<file path="src/essg_pkg.sv">
`default_nettype none
package essg_pkg;
	localparam int ADDR_W = 48;               // Linear address width.
	localparam int CFG_W = 64;                // Control-flow state word width.
	localparam logic [11:0] TOKEN_OFFSET = 12'hFF8; // Restore token position in a page.
	localparam logic [12:0] PAGE_BYTES = 13'h1000;  // Page size, 4096 bytes.
	localparam int PAGE_SHIFT = 12;           // Page number starts at this bit.
	localparam logic [63:0] READ_ONES = 64'hFFFFFFFFFFFFFFFF; // Altered read value.
	localparam logic [7:0] FAULT_CODE_GP0 = 8'h00; // General-protection error code.

	// Page types of the enclave page map.
	typedef enum logic [2:0] {
		PT_REGULAR      = 3'h0,
		PT_THREAD_CTRL  = 3'h1,
		PT_SHADOW_FIRST = 3'h2,
		PT_SHADOW_LATER = 3'h3,
		PT_OTHER        = 3'h4
	} essg_page_t;

	// Page operations that software can issue.
	typedef enum logic [2:0] {
		OP_STATIC_ADD      = 3'h0,
		OP_DYNAMIC_ALLOC   = 3'h1,
		OP_ACCEPT          = 3'h2,
		OP_ACCEPT_COPY     = 3'h3,
		OP_PERM_RESTRICT   = 3'h4,
		OP_PERM_EXTEND     = 3'h5
	} essg_pop_t;

	// Memory access kinds.
	typedef enum logic [1:0] {
		ACC_LOAD     = 2'h0,
		ACC_STORE    = 2'h1,
		ACC_SS_LOAD  = 2'h2,
		ACC_SS_STORE = 2'h3
	} essg_acc_t;

	// Fault reasons reported with a fault.
	typedef enum logic [2:0] {
		FLT_NONE   = 3'h0,
		FLT_GP     = 3'h1,
		FLT_PF     = 3'h2,
		FLT_PAGEOP = 3'h3,
		FLT_ENTRY  = 3'h4
	} essg_fault_t;
endpackage
`default_nettype wire

</file>
<file path="src/essg_guard.sv">
`default_nettype none
// Top level: enclave mode tracking, control-flow state swap, checks and faults.
module essg_guard
	import essg_pkg::*;
(
	input  wire logic                        mclk,
	input  wire logic                        rst,
	// Mode transitions.
	input  wire logic                        enterReq,
	input  wire logic                        resumeReq,
	input  wire logic                        leaveReq,
	input  wire logic                        asyncLeave,
	input  wire logic [essg_pkg::CFG_W-1:0]  hostCfg,
	input  wire logic [essg_pkg::CFG_W-1:0]  enclaveCfgIn,
	input  wire logic [essg_pkg::CFG_W-1:0]  savedSspIn,
	input  wire logic [essg_pkg::CFG_W-1:0]  curSsp,
	input  wire logic [essg_pkg::ADDR_W-1:0] rangeBase,
	input  wire logic [essg_pkg::ADDR_W-1:0] rangeLimit,
	output logic                             inEnclave,
	output logic [essg_pkg::CFG_W-1:0]       activeCfg,
	output logic [essg_pkg::CFG_W-1:0]       sspOut,
	output logic                             saveAreaWe,
	output logic [essg_pkg::CFG_W-1:0]       saveAreaData,
	output logic                             savedSspWe,
	output logic [essg_pkg::CFG_W-1:0]       savedSspData,
	// Memory access check.
	input  wire logic                        accValid,
	input  wire essg_pkg::essg_acc_t         accKind,
	input  wire logic [essg_pkg::ADDR_W-1:0] accAddr,
	input  wire logic                        xlatProtected,
	input  wire essg_pkg::essg_page_t        xlatType,
	input  wire logic                        guestWritable,
	input  wire logic                        slatWritable,
	input  wire logic [63:0]                 rdDataIn,
	output logic                             accAllow,
	output logic                             accDone,
	output logic [63:0]                      rdDataOut,
	output logic                             dropWrite,
	// Page operation check.
	input  wire logic                        popValid,
	input  wire essg_pkg::essg_pop_t         popKind,
	input  wire essg_pkg::essg_page_t        popType,
	input  wire logic [essg_pkg::ADDR_W-1:0] popAddr,
	input  wire logic                        paramPresent,
	input  wire logic                        paramReadWrite,
	input  wire logic                        contentZeroExToken,
	input  wire logic                        tokenWordZero,
	input  wire logic [essg_pkg::ADDR_W-1:0] tokenAddr,
	input  wire logic                        savedSspZero,
	output logic                             popDone,
	output logic                             popCommit,
	output essg_pkg::essg_page_t             popEffType,
	output logic                             tokenWe,
	output logic [11:0]                      tokenOffset,
	output logic [essg_pkg::ADDR_W-1:0]      tokenData,
	// Legacy bitmap index after a missed branch target marker.
	input  wire logic                        missedMarker,
	input  wire logic [essg_pkg::ADDR_W-1:0] missAddr,
	output logic [essg_pkg::ADDR_W-essg_pkg::PAGE_SHIFT-1:0] bitmapIndex,
	// Fault report.
	output logic                             faultValid,
	output essg_pkg::essg_fault_t            faultKind,
	output logic [7:0]                       faultCode
);
	import essg_pkg::*;

	// Enclave mode state machine.
	typedef enum logic [1:0] {
		ST_HOST    = 2'b01,
		ST_ENCLAVE = 2'b10
	} essg_mode_t;

	essg_mode_t         mode_q, mode_d;             // Current mode.
	logic [CFG_W-1:0]   scratch_q, scratch_d;       // Host state kept during the enclave.
	logic [CFG_W-1:0]   cfg_q, cfg_d;               // Active control-flow state.
	logic [CFG_W-1:0]   ssp_q, ssp_d;               // Shadow-stack pointer.
	logic               saWe_q, saWe_d;             // Save-area write strobe.
	logic [CFG_W-1:0]   saData_q, saData_d;         // Save-area write data.
	logic               spWe_q, spWe_d;             // Saved pointer field write strobe.
	logic [CFG_W-1:0]   spData_q, spData_d;         // Saved pointer field write data.
	logic               entryBad;                   // Entry request while already inside.
	logic               exitBad;                    // Exit request while outside.
	logic               doEnter;                    // Legal entry this cycle.
	logic               doExit;                     // Legal exit this cycle.

	// Entry only by enter/resume from host mode, exit only by leave/event inside.
	always_comb begin
		doEnter = (mode_q == ST_HOST) && (enterReq || resumeReq);
		doExit = (mode_q == ST_ENCLAVE) && (leaveReq || asyncLeave);
		entryBad = (mode_q == ST_ENCLAVE) && (enterReq || resumeReq);
		exitBad = (mode_q == ST_HOST) && leaveReq;
	end

	// Next mode and state swap values.
	always_comb begin
		mode_d = mode_q;
		scratch_d = scratch_q;
		cfg_d = cfg_q;
		ssp_d = ssp_q;
		saWe_d = 1'b0;
		saData_d = saData_q;
		spWe_d = 1'b0;
		spData_d = spData_q;
		unique case (mode_q)
			ST_HOST: begin
				cfg_d = hostCfg;
				if (doEnter) begin
					scratch_d = hostCfg;
					cfg_d = enclaveCfgIn;
					ssp_d = savedSspIn;
					mode_d = ST_ENCLAVE;
				end
			end
			ST_ENCLAVE: begin
				ssp_d = curSsp;
				if (doExit) begin
					if (asyncLeave) begin
						saWe_d = 1'b1;
						saData_d = cfg_q;
					end
					spWe_d = 1'b1;
					spData_d = curSsp;
					cfg_d = scratch_q;
					mode_d = ST_HOST;
				end
			end
			default: mode_d = ST_HOST;
		endcase
	end

	// Registers the mode and the state swap.
	always_ff @(posedge mclk) begin
		if (rst) begin
			mode_q <= ST_HOST;
			scratch_q <= '0;
			cfg_q <= '0;
			ssp_q <= '0;
			saWe_q <= 1'b0;
			saData_q <= '0;
			spWe_q <= 1'b0;
			spData_q <= '0;
		end else begin
			mode_q <= mode_d;
			scratch_q <= scratch_d;
			cfg_q <= cfg_d;
			ssp_q <= ssp_d;
			saWe_q <= saWe_d;
			saData_q <= saData_d;
			spWe_q <= spWe_d;
			spData_q <= spData_d;
		end
	end

	// Mode outputs come straight from registers.
	always_comb begin
		inEnclave = (mode_q == ST_ENCLAVE);
		activeCfg = cfg_q;
		sspOut = ssp_q;
		saveAreaWe = saWe_q;
		saveAreaData = saData_q;
		savedSspWe = spWe_q;
		savedSspData = spData_q;
	end

	logic         accOk;       // Access checker verdict.
	logic         accAlter;    // Access from outside to a protected page.
	logic         accIn;       // Access address lies inside the range.
	essg_fault_t  accFault;    // Access checker fault reason.
	logic         popRej;      // Page checker refusal.
	logic         popTok;      // Page checker token request.
	essg_page_t   popEff;      // Effective type after parameter handling.

	// Checks one memory access.
	essg_access_check u_acc (
		.inEnclave     (inEnclave),
		.accKind       (accKind),
		.accAddr       (accAddr),
		.rangeBase     (rangeBase),
		.rangeLimit    (rangeLimit),
		.xlatProtected (xlatProtected),
		.xlatType      (xlatType),
		.guestWritable (guestWritable),
		.slatWritable  (slatWritable),
		.inRange       (accIn),
		.allow         (accOk),
		.fault         (accFault),
		.alterOutside  (accAlter)
	);

	// Checks one page operation.
	essg_page_check u_pop (
		.opKind             (popKind),
		.pageType           (popType),
		.pageAddr           (popAddr),
		.rangeBase          (rangeBase),
		.rangeLimit         (rangeLimit),
		.paramPresent       (paramPresent),
		.paramReadWrite     (paramReadWrite),
		.contentZeroExToken (contentZeroExToken),
		.tokenWordZero      (tokenWordZero),
		.tokenAddr          (tokenAddr),
		.savedSspZero       (savedSspZero),
		.reject             (popRej),
		.effType            (popEff),
		.writeToken         (popTok)
	);

	logic              aDone_q, aDone_d;     // Access answer strobe.
	logic              aAllow_q, aAllow_d;   // Access allowed flag.
	logic [63:0]       rd_q, rd_d;           // Returned read data.
	logic              drop_q, drop_d;       // Write discarded.
	logic              pDone_q, pDone_d;     // Page op answer strobe.
	logic              pCommit_q, pCommit_d; // Page op may update page and map.
	essg_page_t        pType_q, pType_d;     // Type to record.
	logic              tWe_q, tWe_d;         // Token write strobe.
	logic [ADDR_W-1:0] tData_q, tData_d;     // Token value.
	logic              fV_q, fV_d;           // Fault strobe.
	essg_fault_t       fK_q, fK_d;           // Fault reason.
	logic [ADDR_W-PAGE_SHIFT-1:0] bIdx_q, bIdx_d; // Legacy bitmap index.

	// Computes one-cycle answers of accesses, page ops and entry faults.
	always_comb begin
		aDone_d = accValid;
		aAllow_d = accValid && accOk;
		rd_d = accAlter ? READ_ONES : rdDataIn;
		drop_d = accValid && accAlter && (accKind == ACC_STORE || accKind == ACC_SS_STORE);
		pDone_d = popValid;
		pCommit_d = popValid && !popRej;
		pType_d = popEff;
		tWe_d = popValid && popTok;
		tData_d = popAddr + ADDR_W'(PAGE_BYTES);
		bIdx_d = bIdx_q;
		if (missedMarker && inEnclave) begin
			bIdx_d = (ADDR_W-PAGE_SHIFT)'((missAddr - rangeBase) >> PAGE_SHIFT);
		end else if (missedMarker) begin
			bIdx_d = missAddr[ADDR_W-1:PAGE_SHIFT];
		end
		fV_d = 1'b0;
		fK_d = FLT_NONE;
		if (accValid && !accOk) begin
			fV_d = 1'b1;
			fK_d = accFault;
		end else if (popValid && popRej) begin
			fV_d = 1'b1;
			fK_d = FLT_PAGEOP;
		end else if (entryBad || exitBad) begin
			fV_d = 1'b1;
			fK_d = FLT_ENTRY;
		end
	end

	// Registers the answers.
	always_ff @(posedge mclk) begin
		if (rst) begin
			aDone_q <= 1'b0;
			aAllow_q <= 1'b0;
			rd_q <= '0;
			drop_q <= 1'b0;
			pDone_q <= 1'b0;
			pCommit_q <= 1'b0;
			pType_q <= PT_REGULAR;
			tWe_q <= 1'b0;
			tData_q <= '0;
			fV_q <= 1'b0;
			fK_q <= FLT_NONE;
			bIdx_q <= '0;
		end else begin
			aDone_q <= aDone_d;
			aAllow_q <= aAllow_d;
			rd_q <= rd_d;
			drop_q <= drop_d;
			pDone_q <= pDone_d;
			pCommit_q <= pCommit_d;
			pType_q <= pType_d;
			tWe_q <= tWe_d;
			tData_q <= tData_d;
			fV_q <= fV_d;
			fK_q <= fK_d;
			bIdx_q <= bIdx_d;
		end
	end

	// Answer outputs from registers; the token offset and the fault code are constants.
	always_comb begin
		accDone = aDone_q;
		accAllow = aAllow_q;
		rdDataOut = rd_q;
		dropWrite = drop_q;
		popDone = pDone_q;
		popCommit = pCommit_q;
		popEffType = pType_q;
		tokenWe = tWe_q;
		tokenOffset = TOKEN_OFFSET;
		tokenData = tData_q;
		bitmapIndex = bIdx_q;
		faultValid = fV_q;
		faultKind = fK_q;
		faultCode = FAULT_CODE_GP0;
	end
endmodule
`default_nettype wire

</file>
<file path="src/essg_access_check.sv">
`default_nettype none
// Combinational access checker for one memory access.
module essg_access_check
	import essg_pkg::*;
(
	input  wire logic                    inEnclave,
	input  wire essg_pkg::essg_acc_t     accKind,
	input  wire logic [essg_pkg::ADDR_W-1:0] accAddr,
	input  wire logic [essg_pkg::ADDR_W-1:0] rangeBase,
	input  wire logic [essg_pkg::ADDR_W-1:0] rangeLimit,
	input  wire logic                    xlatProtected,
	input  wire essg_pkg::essg_page_t    xlatType,
	input  wire logic                    guestWritable,
	input  wire logic                    slatWritable,
	output logic                         inRange,
	output logic                         allow,
	output essg_pkg::essg_fault_t        fault,
	output logic                         alterOutside
);
	logic shadowAcc;  // Access is a shadow-stack load or store.
	logic shadowPage; // Target page has a shadow-stack type.

	// Classifies the access and decides whether it may proceed.
	always_comb begin
		shadowAcc = (accKind == ACC_SS_LOAD) || (accKind == ACC_SS_STORE);
		shadowPage = (xlatType == PT_SHADOW_FIRST) || (xlatType == PT_SHADOW_LATER);
		inRange = (accAddr >= rangeBase) && (accAddr <= rangeLimit);
		fault = FLT_NONE;
		alterOutside = 1'b0;
		if (inEnclave && shadowAcc && !inRange) begin
			fault = FLT_GP;
		end else if (inEnclave && inRange && !xlatProtected) begin
			fault = FLT_PF;
		end else if (inEnclave && xlatProtected && shadowPage && accKind == ACC_STORE) begin
			fault = FLT_PF;
		end else if (inEnclave && inRange && shadowAcc && !shadowPage) begin
			fault = FLT_PF;
		end else if (shadowPage && xlatProtected && !(guestWritable && slatWritable)) begin
			fault = FLT_PF;
		end else if (!inEnclave && xlatProtected) begin
			alterOutside = 1'b1;
		end
		allow = (fault == FLT_NONE);
	end
endmodule
`default_nettype wire

</file>
<file path="src/essg_page_check.sv">
`default_nettype none
// Combinational checker for page-build and page-management operations.
module essg_page_check
	import essg_pkg::*;
(
	input  wire essg_pkg::essg_pop_t     opKind,
	input  wire essg_pkg::essg_page_t    pageType,
	input  wire logic [essg_pkg::ADDR_W-1:0] pageAddr,
	input  wire logic [essg_pkg::ADDR_W-1:0] rangeBase,
	input  wire logic [essg_pkg::ADDR_W-1:0] rangeLimit,
	input  wire logic                    paramPresent,
	input  wire logic                    paramReadWrite,
	input  wire logic                    contentZeroExToken,
	input  wire logic                    tokenWordZero,
	input  wire logic [essg_pkg::ADDR_W-1:0] tokenAddr,
	input  wire logic                    savedSspZero,
	output logic                         reject,
	output essg_pkg::essg_page_t         effType,
	output logic                         writeToken
);
	logic shadowPage;  // Effective type is a shadow-stack type.
	logic edgePage;    // Page is the lowest or highest page of the range.
	logic [ADDR_W-1:0] nextPage; // Page address plus one page.

	// Evaluates every refusal condition of the operation.
	always_comb begin
		nextPage = pageAddr + ADDR_W'(PAGE_BYTES);
		effType = pageType;
		if (opKind == OP_DYNAMIC_ALLOC && !paramPresent) begin
			effType = PT_REGULAR;
		end
		shadowPage = (effType == PT_SHADOW_FIRST) || (effType == PT_SHADOW_LATER);
		edgePage = (pageAddr[ADDR_W-1:PAGE_SHIFT] == rangeBase[ADDR_W-1:PAGE_SHIFT])
			|| (pageAddr[ADDR_W-1:PAGE_SHIFT] == rangeLimit[ADDR_W-1:PAGE_SHIFT]);
		reject = 1'b0;
		writeToken = 1'b0;
		unique case (opKind)
			OP_STATIC_ADD: begin
				if (shadowPage && edgePage) reject = 1'b1;
				if (effType == PT_SHADOW_LATER && !(contentZeroExToken && tokenWordZero))
					reject = 1'b1;
				if (effType == PT_SHADOW_FIRST && !(contentZeroExToken && tokenAddr == nextPage))
					reject = 1'b1;
				if (effType == PT_THREAD_CTRL && !savedSspZero) reject = 1'b1;
			end
			OP_DYNAMIC_ALLOC: begin
				if (shadowPage && edgePage) reject = 1'b1;
				if (shadowPage && !paramReadWrite) reject = 1'b1;
				writeToken = !reject && (effType == PT_SHADOW_FIRST);
			end
			OP_ACCEPT: begin
				if (effType == PT_THREAD_CTRL && !savedSspZero) reject = 1'b1;
			end
			OP_ACCEPT_COPY, OP_PERM_RESTRICT, OP_PERM_EXTEND: begin
				if (shadowPage) reject = 1'b1;
			end
			default: reject = 1'b1;
		endcase
	end
endmodule
`default_nettype wire

</file>
<file path="config.mk">
export PLATFORM = sky130hd
export DESIGN_NAME = essg_guard
export DESIGN_NICKNAME = d
export VERILOG_FILES = /design/src/essg_pkg.sv /design/src/essg_guard.sv /design/src/essg_access_check.sv /design/src/essg_page_check.sv
export SDC_FILE = /design/constraint.sdc
export NUM_CORES = 1
export LEC_CHECK = 0
export BUFFER_PORTS_ARGS = -buffer_cell sky130_fd_sc_hd__buf_2
export CAP_MARGIN = 5
export CORE_AREA = 2 2 413 415
export DETAILED_ROUTE_END_ITERATION = 6
export DIE_AREA = 0 0 415 417
export GPL_TIMING_DRIVEN = 0
export SYNTH_ARGS = -nofsm -noshare
export SYNTH_HDL_FRONTEND = slang
export SYNTH_SLANG_ARGS = --single-unit
</file>
<file path="constraint.sdc">
create_clock -name mclk -period 3.05 [get_ports mclk]
set_input_delay 0.1525 -clock mclk [delete_from_list [all_inputs] [get_ports mclk]]
set_output_delay 0.1525 -clock mclk [all_outputs]
set_load 0.01 [all_outputs]
</file>
==> results.md <==
* Drt first-iter violations at 3053
* I/O Buffers at 1025
* Routability Congestion at 1.01
* DP HPWL at 143 mm
* VDD IR-drop max at 464 uV
* Power Density at 490 nW/um^2
* Max-Cap Viols at 0
* Clk_lat worst skew at 0.69 ns
* Pin count of the biggest net entering global routing at 18
* Grt peak-use layer: met2
* CTS H-Tree Depth at 2
* Grt ovf at 0
* Clock root cell: clkbuf_16
* TritonCTS buffer count at 60
* Clock power share at 37.9%
* Maximum clock insertion buffer count at 3
* Pre-antenna DRT Iters at 6
* Top Ports at 1076
* Detailed-route DRC error count at 0
* Avg WL per Cell at 24.3 um
* RSZ-0062 raised after global routing: yes
* Die ar. at 173000 um^2
* Setup Crit Path Kind: input port to flip-flop
* Vias at 32051
* Non-filler cells, final at 7112
* Antenna viol nets, final at 0
* CTS tree: built
* GRT met2 Usage at 30.4%
* Asr flop ratio synth at 0%
* Initial Util at 15.1%
* Worst Tran Pin Value at 1.22 ns
* Startpoint types: input port
* Area growth, synth to finish at 57.5%
* Relative slew slack at 18.9%
* Yosys warnings at 0
* Worst setup EP type: flip-flop
* Sw frac at 33.8%
* Placed cells at 6552
* GRT Resource Usage Total at 18.9%
* Initial antenna violation count at 46
* Rows at 151
* EDFF count, synth at 0
* CP required at 3.62 ns
* Mapped cell area at 25500 um^2
* GR Util met1 at 22.5%
* Run status: complete, no violations
* Period utilisation layout at 99.9%
* Pint at 13000 uW
* Register area share after synthesis at 38.1%
* Switching power total at 6630 uW
* Vias in the first global route at 30658
* Library cells used by synthesis at 87
* Die height at 417 um
* Layout cells sized above 1 at 27.1%
* Vias/cell at 4.51
* Clk_skew at 0.0508 ns
* Core Region at 169000 um^2
* Hold violation count in the final report at 0
* Flop pwr share at 36.4%
* FMAX at 328 MHz
* Min cycle time layout at 3.05 ns
* Met3 Usage GRT at 4.21%
* Final setup vio count at 0
* First-pass GRT wire length at 233 mm
* Final Max Tran Viols at 0
* Worst-path clk slew at 0.07 ns
* Mapped Cells at 3289
* Hold Path Class: input port to flip-flop
* Total power at 19600 uW
* Final #Nets at 5594
* Final WL at 173 mm
* Hold_ws at 0.0450 ns
* Logic pwr share at 25.7%
* Register bit total from synthesis at 485
* Clock sinks at 485
* Leakage at 0.0179 uW
* Die Width at 415 um
* Ys flop type: dfxtp_1
* Arrival @ worst endpoint at 3.62 ns
* Crit path max fanout at 6
* Post-synthesis average cell area at 7.75 um^2
[worst max-delay path, stage by stage]
cell,delay (ns)
buf_2,0.21
ha_2,0.41
xor2_1,0.25
nor3_4,0.39
nand3_2,0.17
nor4_4,0.44
o2111ai_2,0.19
nor4b_2,0.34
nand4_1,0.22
o31a_1,0.43
o211a_1,0.16
a31o_1,0.22
[cell usage in the layout, fill, tap and decap left out, types with 16 or more instances in the layout]
cell,n
nand3_1,30
buf_4,33
buf_1,16
a311oi_1,28
nor2_1,406
o21a_1,17
a21o_1,42
a21oi_1,408
dfxtp_1,485
clkbuf_2,26
dlygate4sd3_1,413
clkbuf_16,61
o221a_2,47
a22oi_1,64
nand2_1,571
nor3_1,76
o21ai_0,99
and3_1,16
nand4_1,57
clkbuf_1,160
inv_1,118
ha_1,135
a211oi_1,17
diode_2,31
nor4_1,22
nor2b_1,31
xnor2_1,111
xor2_1,58
clkbuf_8,17
conb_1,20
buf_2,1044
[flip-flops by register name, summed over array words and instances, names as in the netlist, 2 cells and up]
signal        flops
tokenData        48
mode_q            2
popEffType        3
saveAreaData     64
faultKind         3
rdDataOut        64
bitmapIndex      36
activeCfg        64
savedSspData     64
sspOut           64
scratch_q        64
[cells by family after synthesis]
group           share of synthesized area, %
flops                                   38.1
xor+xnor                                6.28
buf+inv                                 5.94
compound gates                          20.3
mux                                    0.118
fa+ha+maj                               7.02
simple gates                            22.2
other cells                           0.0295
[metal layers]
metal,part of all wire (%),vias up
met5,0.058,-
met4,7.3,16
met3,8.9,379
met2,45,1833
met1,38,15421
li1,-,14402
[worst paths after layout]
path | start | to | slack (ns) | cells after the start
max | popAddr[13] | faultKind[0] | 0.002 | 12
min | popAddr[37] | tokenData[37] | 0.04 | 3
max reg2reg | mode_q[0] | activeCfg[50] | 0.14 | 10
min reg2reg | sspOut[27] | sspOut[27] | 0.45 | 2
[cell usage after synthesis (all sizes together) (4+ instances only)]
cell	instances	area (um^2)
a2111oi	10	93.8
a211oi	18	135
a21boi	5	37.5
a21o	42	315
a21oi	409	2050
a22oi	64	480
a311oi	29	254
a31oi	10	62.6
and2	8	50.1
and3	16	100
and4	9	83.8
buf	68	380
clkbuf	181	679
dfxtp	485	9710
ha	143	1790
inv	120	450
nand2	574	2160
nand2b	11	68.8
nand3	34	195
nand3b	5	37.5
nand4	58	378
nor2	410	1540
nor2b	32	208
nor3	82	430
nor3b	7	52.6
nor4	27	199
o2111ai	5	50.0
o211a	5	50.1
o211ai	10	75.1
o21a	17	128
o21ai	101	505
o221a	47	529
o22ai	4	25.0
o31ai	4	30.0
or2	7	43.8
or3	4	30.0
xnor2	113	990
xor2	59	517
[power groups by stage]
stage	clock network (uW)	registers, uW	logic, uW
after floorplan	0	7340	2100
after global placement	0	7260	4370
after detailed placement	0	7270	4400
after CTS	7620	7140	4920
after global routing	7860	7190	5380
final	7440	7150	5060
[layout make-up]
type                       count  area (um^2)
multi-input combinational   2452        14600
inverter                     121          458
buffer                       248         1130
sequential                   485         9710
tap                         2218         2780
clock inverter                25          264
antenna                       31         77.6
fill                       18608       128000
clock buffer                  85         1770
timing repair buffer        1447         9380
[through the flow]
stage	util, %	setup TNS, ns	setup slack (ns)	instance area (um^2)
after floorplan	-	0	0.186	25500
after global routing	23.8	-0.0313	-0.0177	40100
final	23.8	0	0.00247	40100
after global placement	19.8	-455.61	-2.18	33400
after CTS	23.6	0	0.00239	39800
after detailed placement	19.9	-427.18	-1.83	33500
[what timing repair did]
item	in CTS	in global routing
buffers inserted	1	5
resized for setup	34	63
pin swaps	0	10
hold endpoints to repair	406	1
hold buffers	414	1
endpoints found under the setup margin	430	151
(Power assumes the default switching activity.)
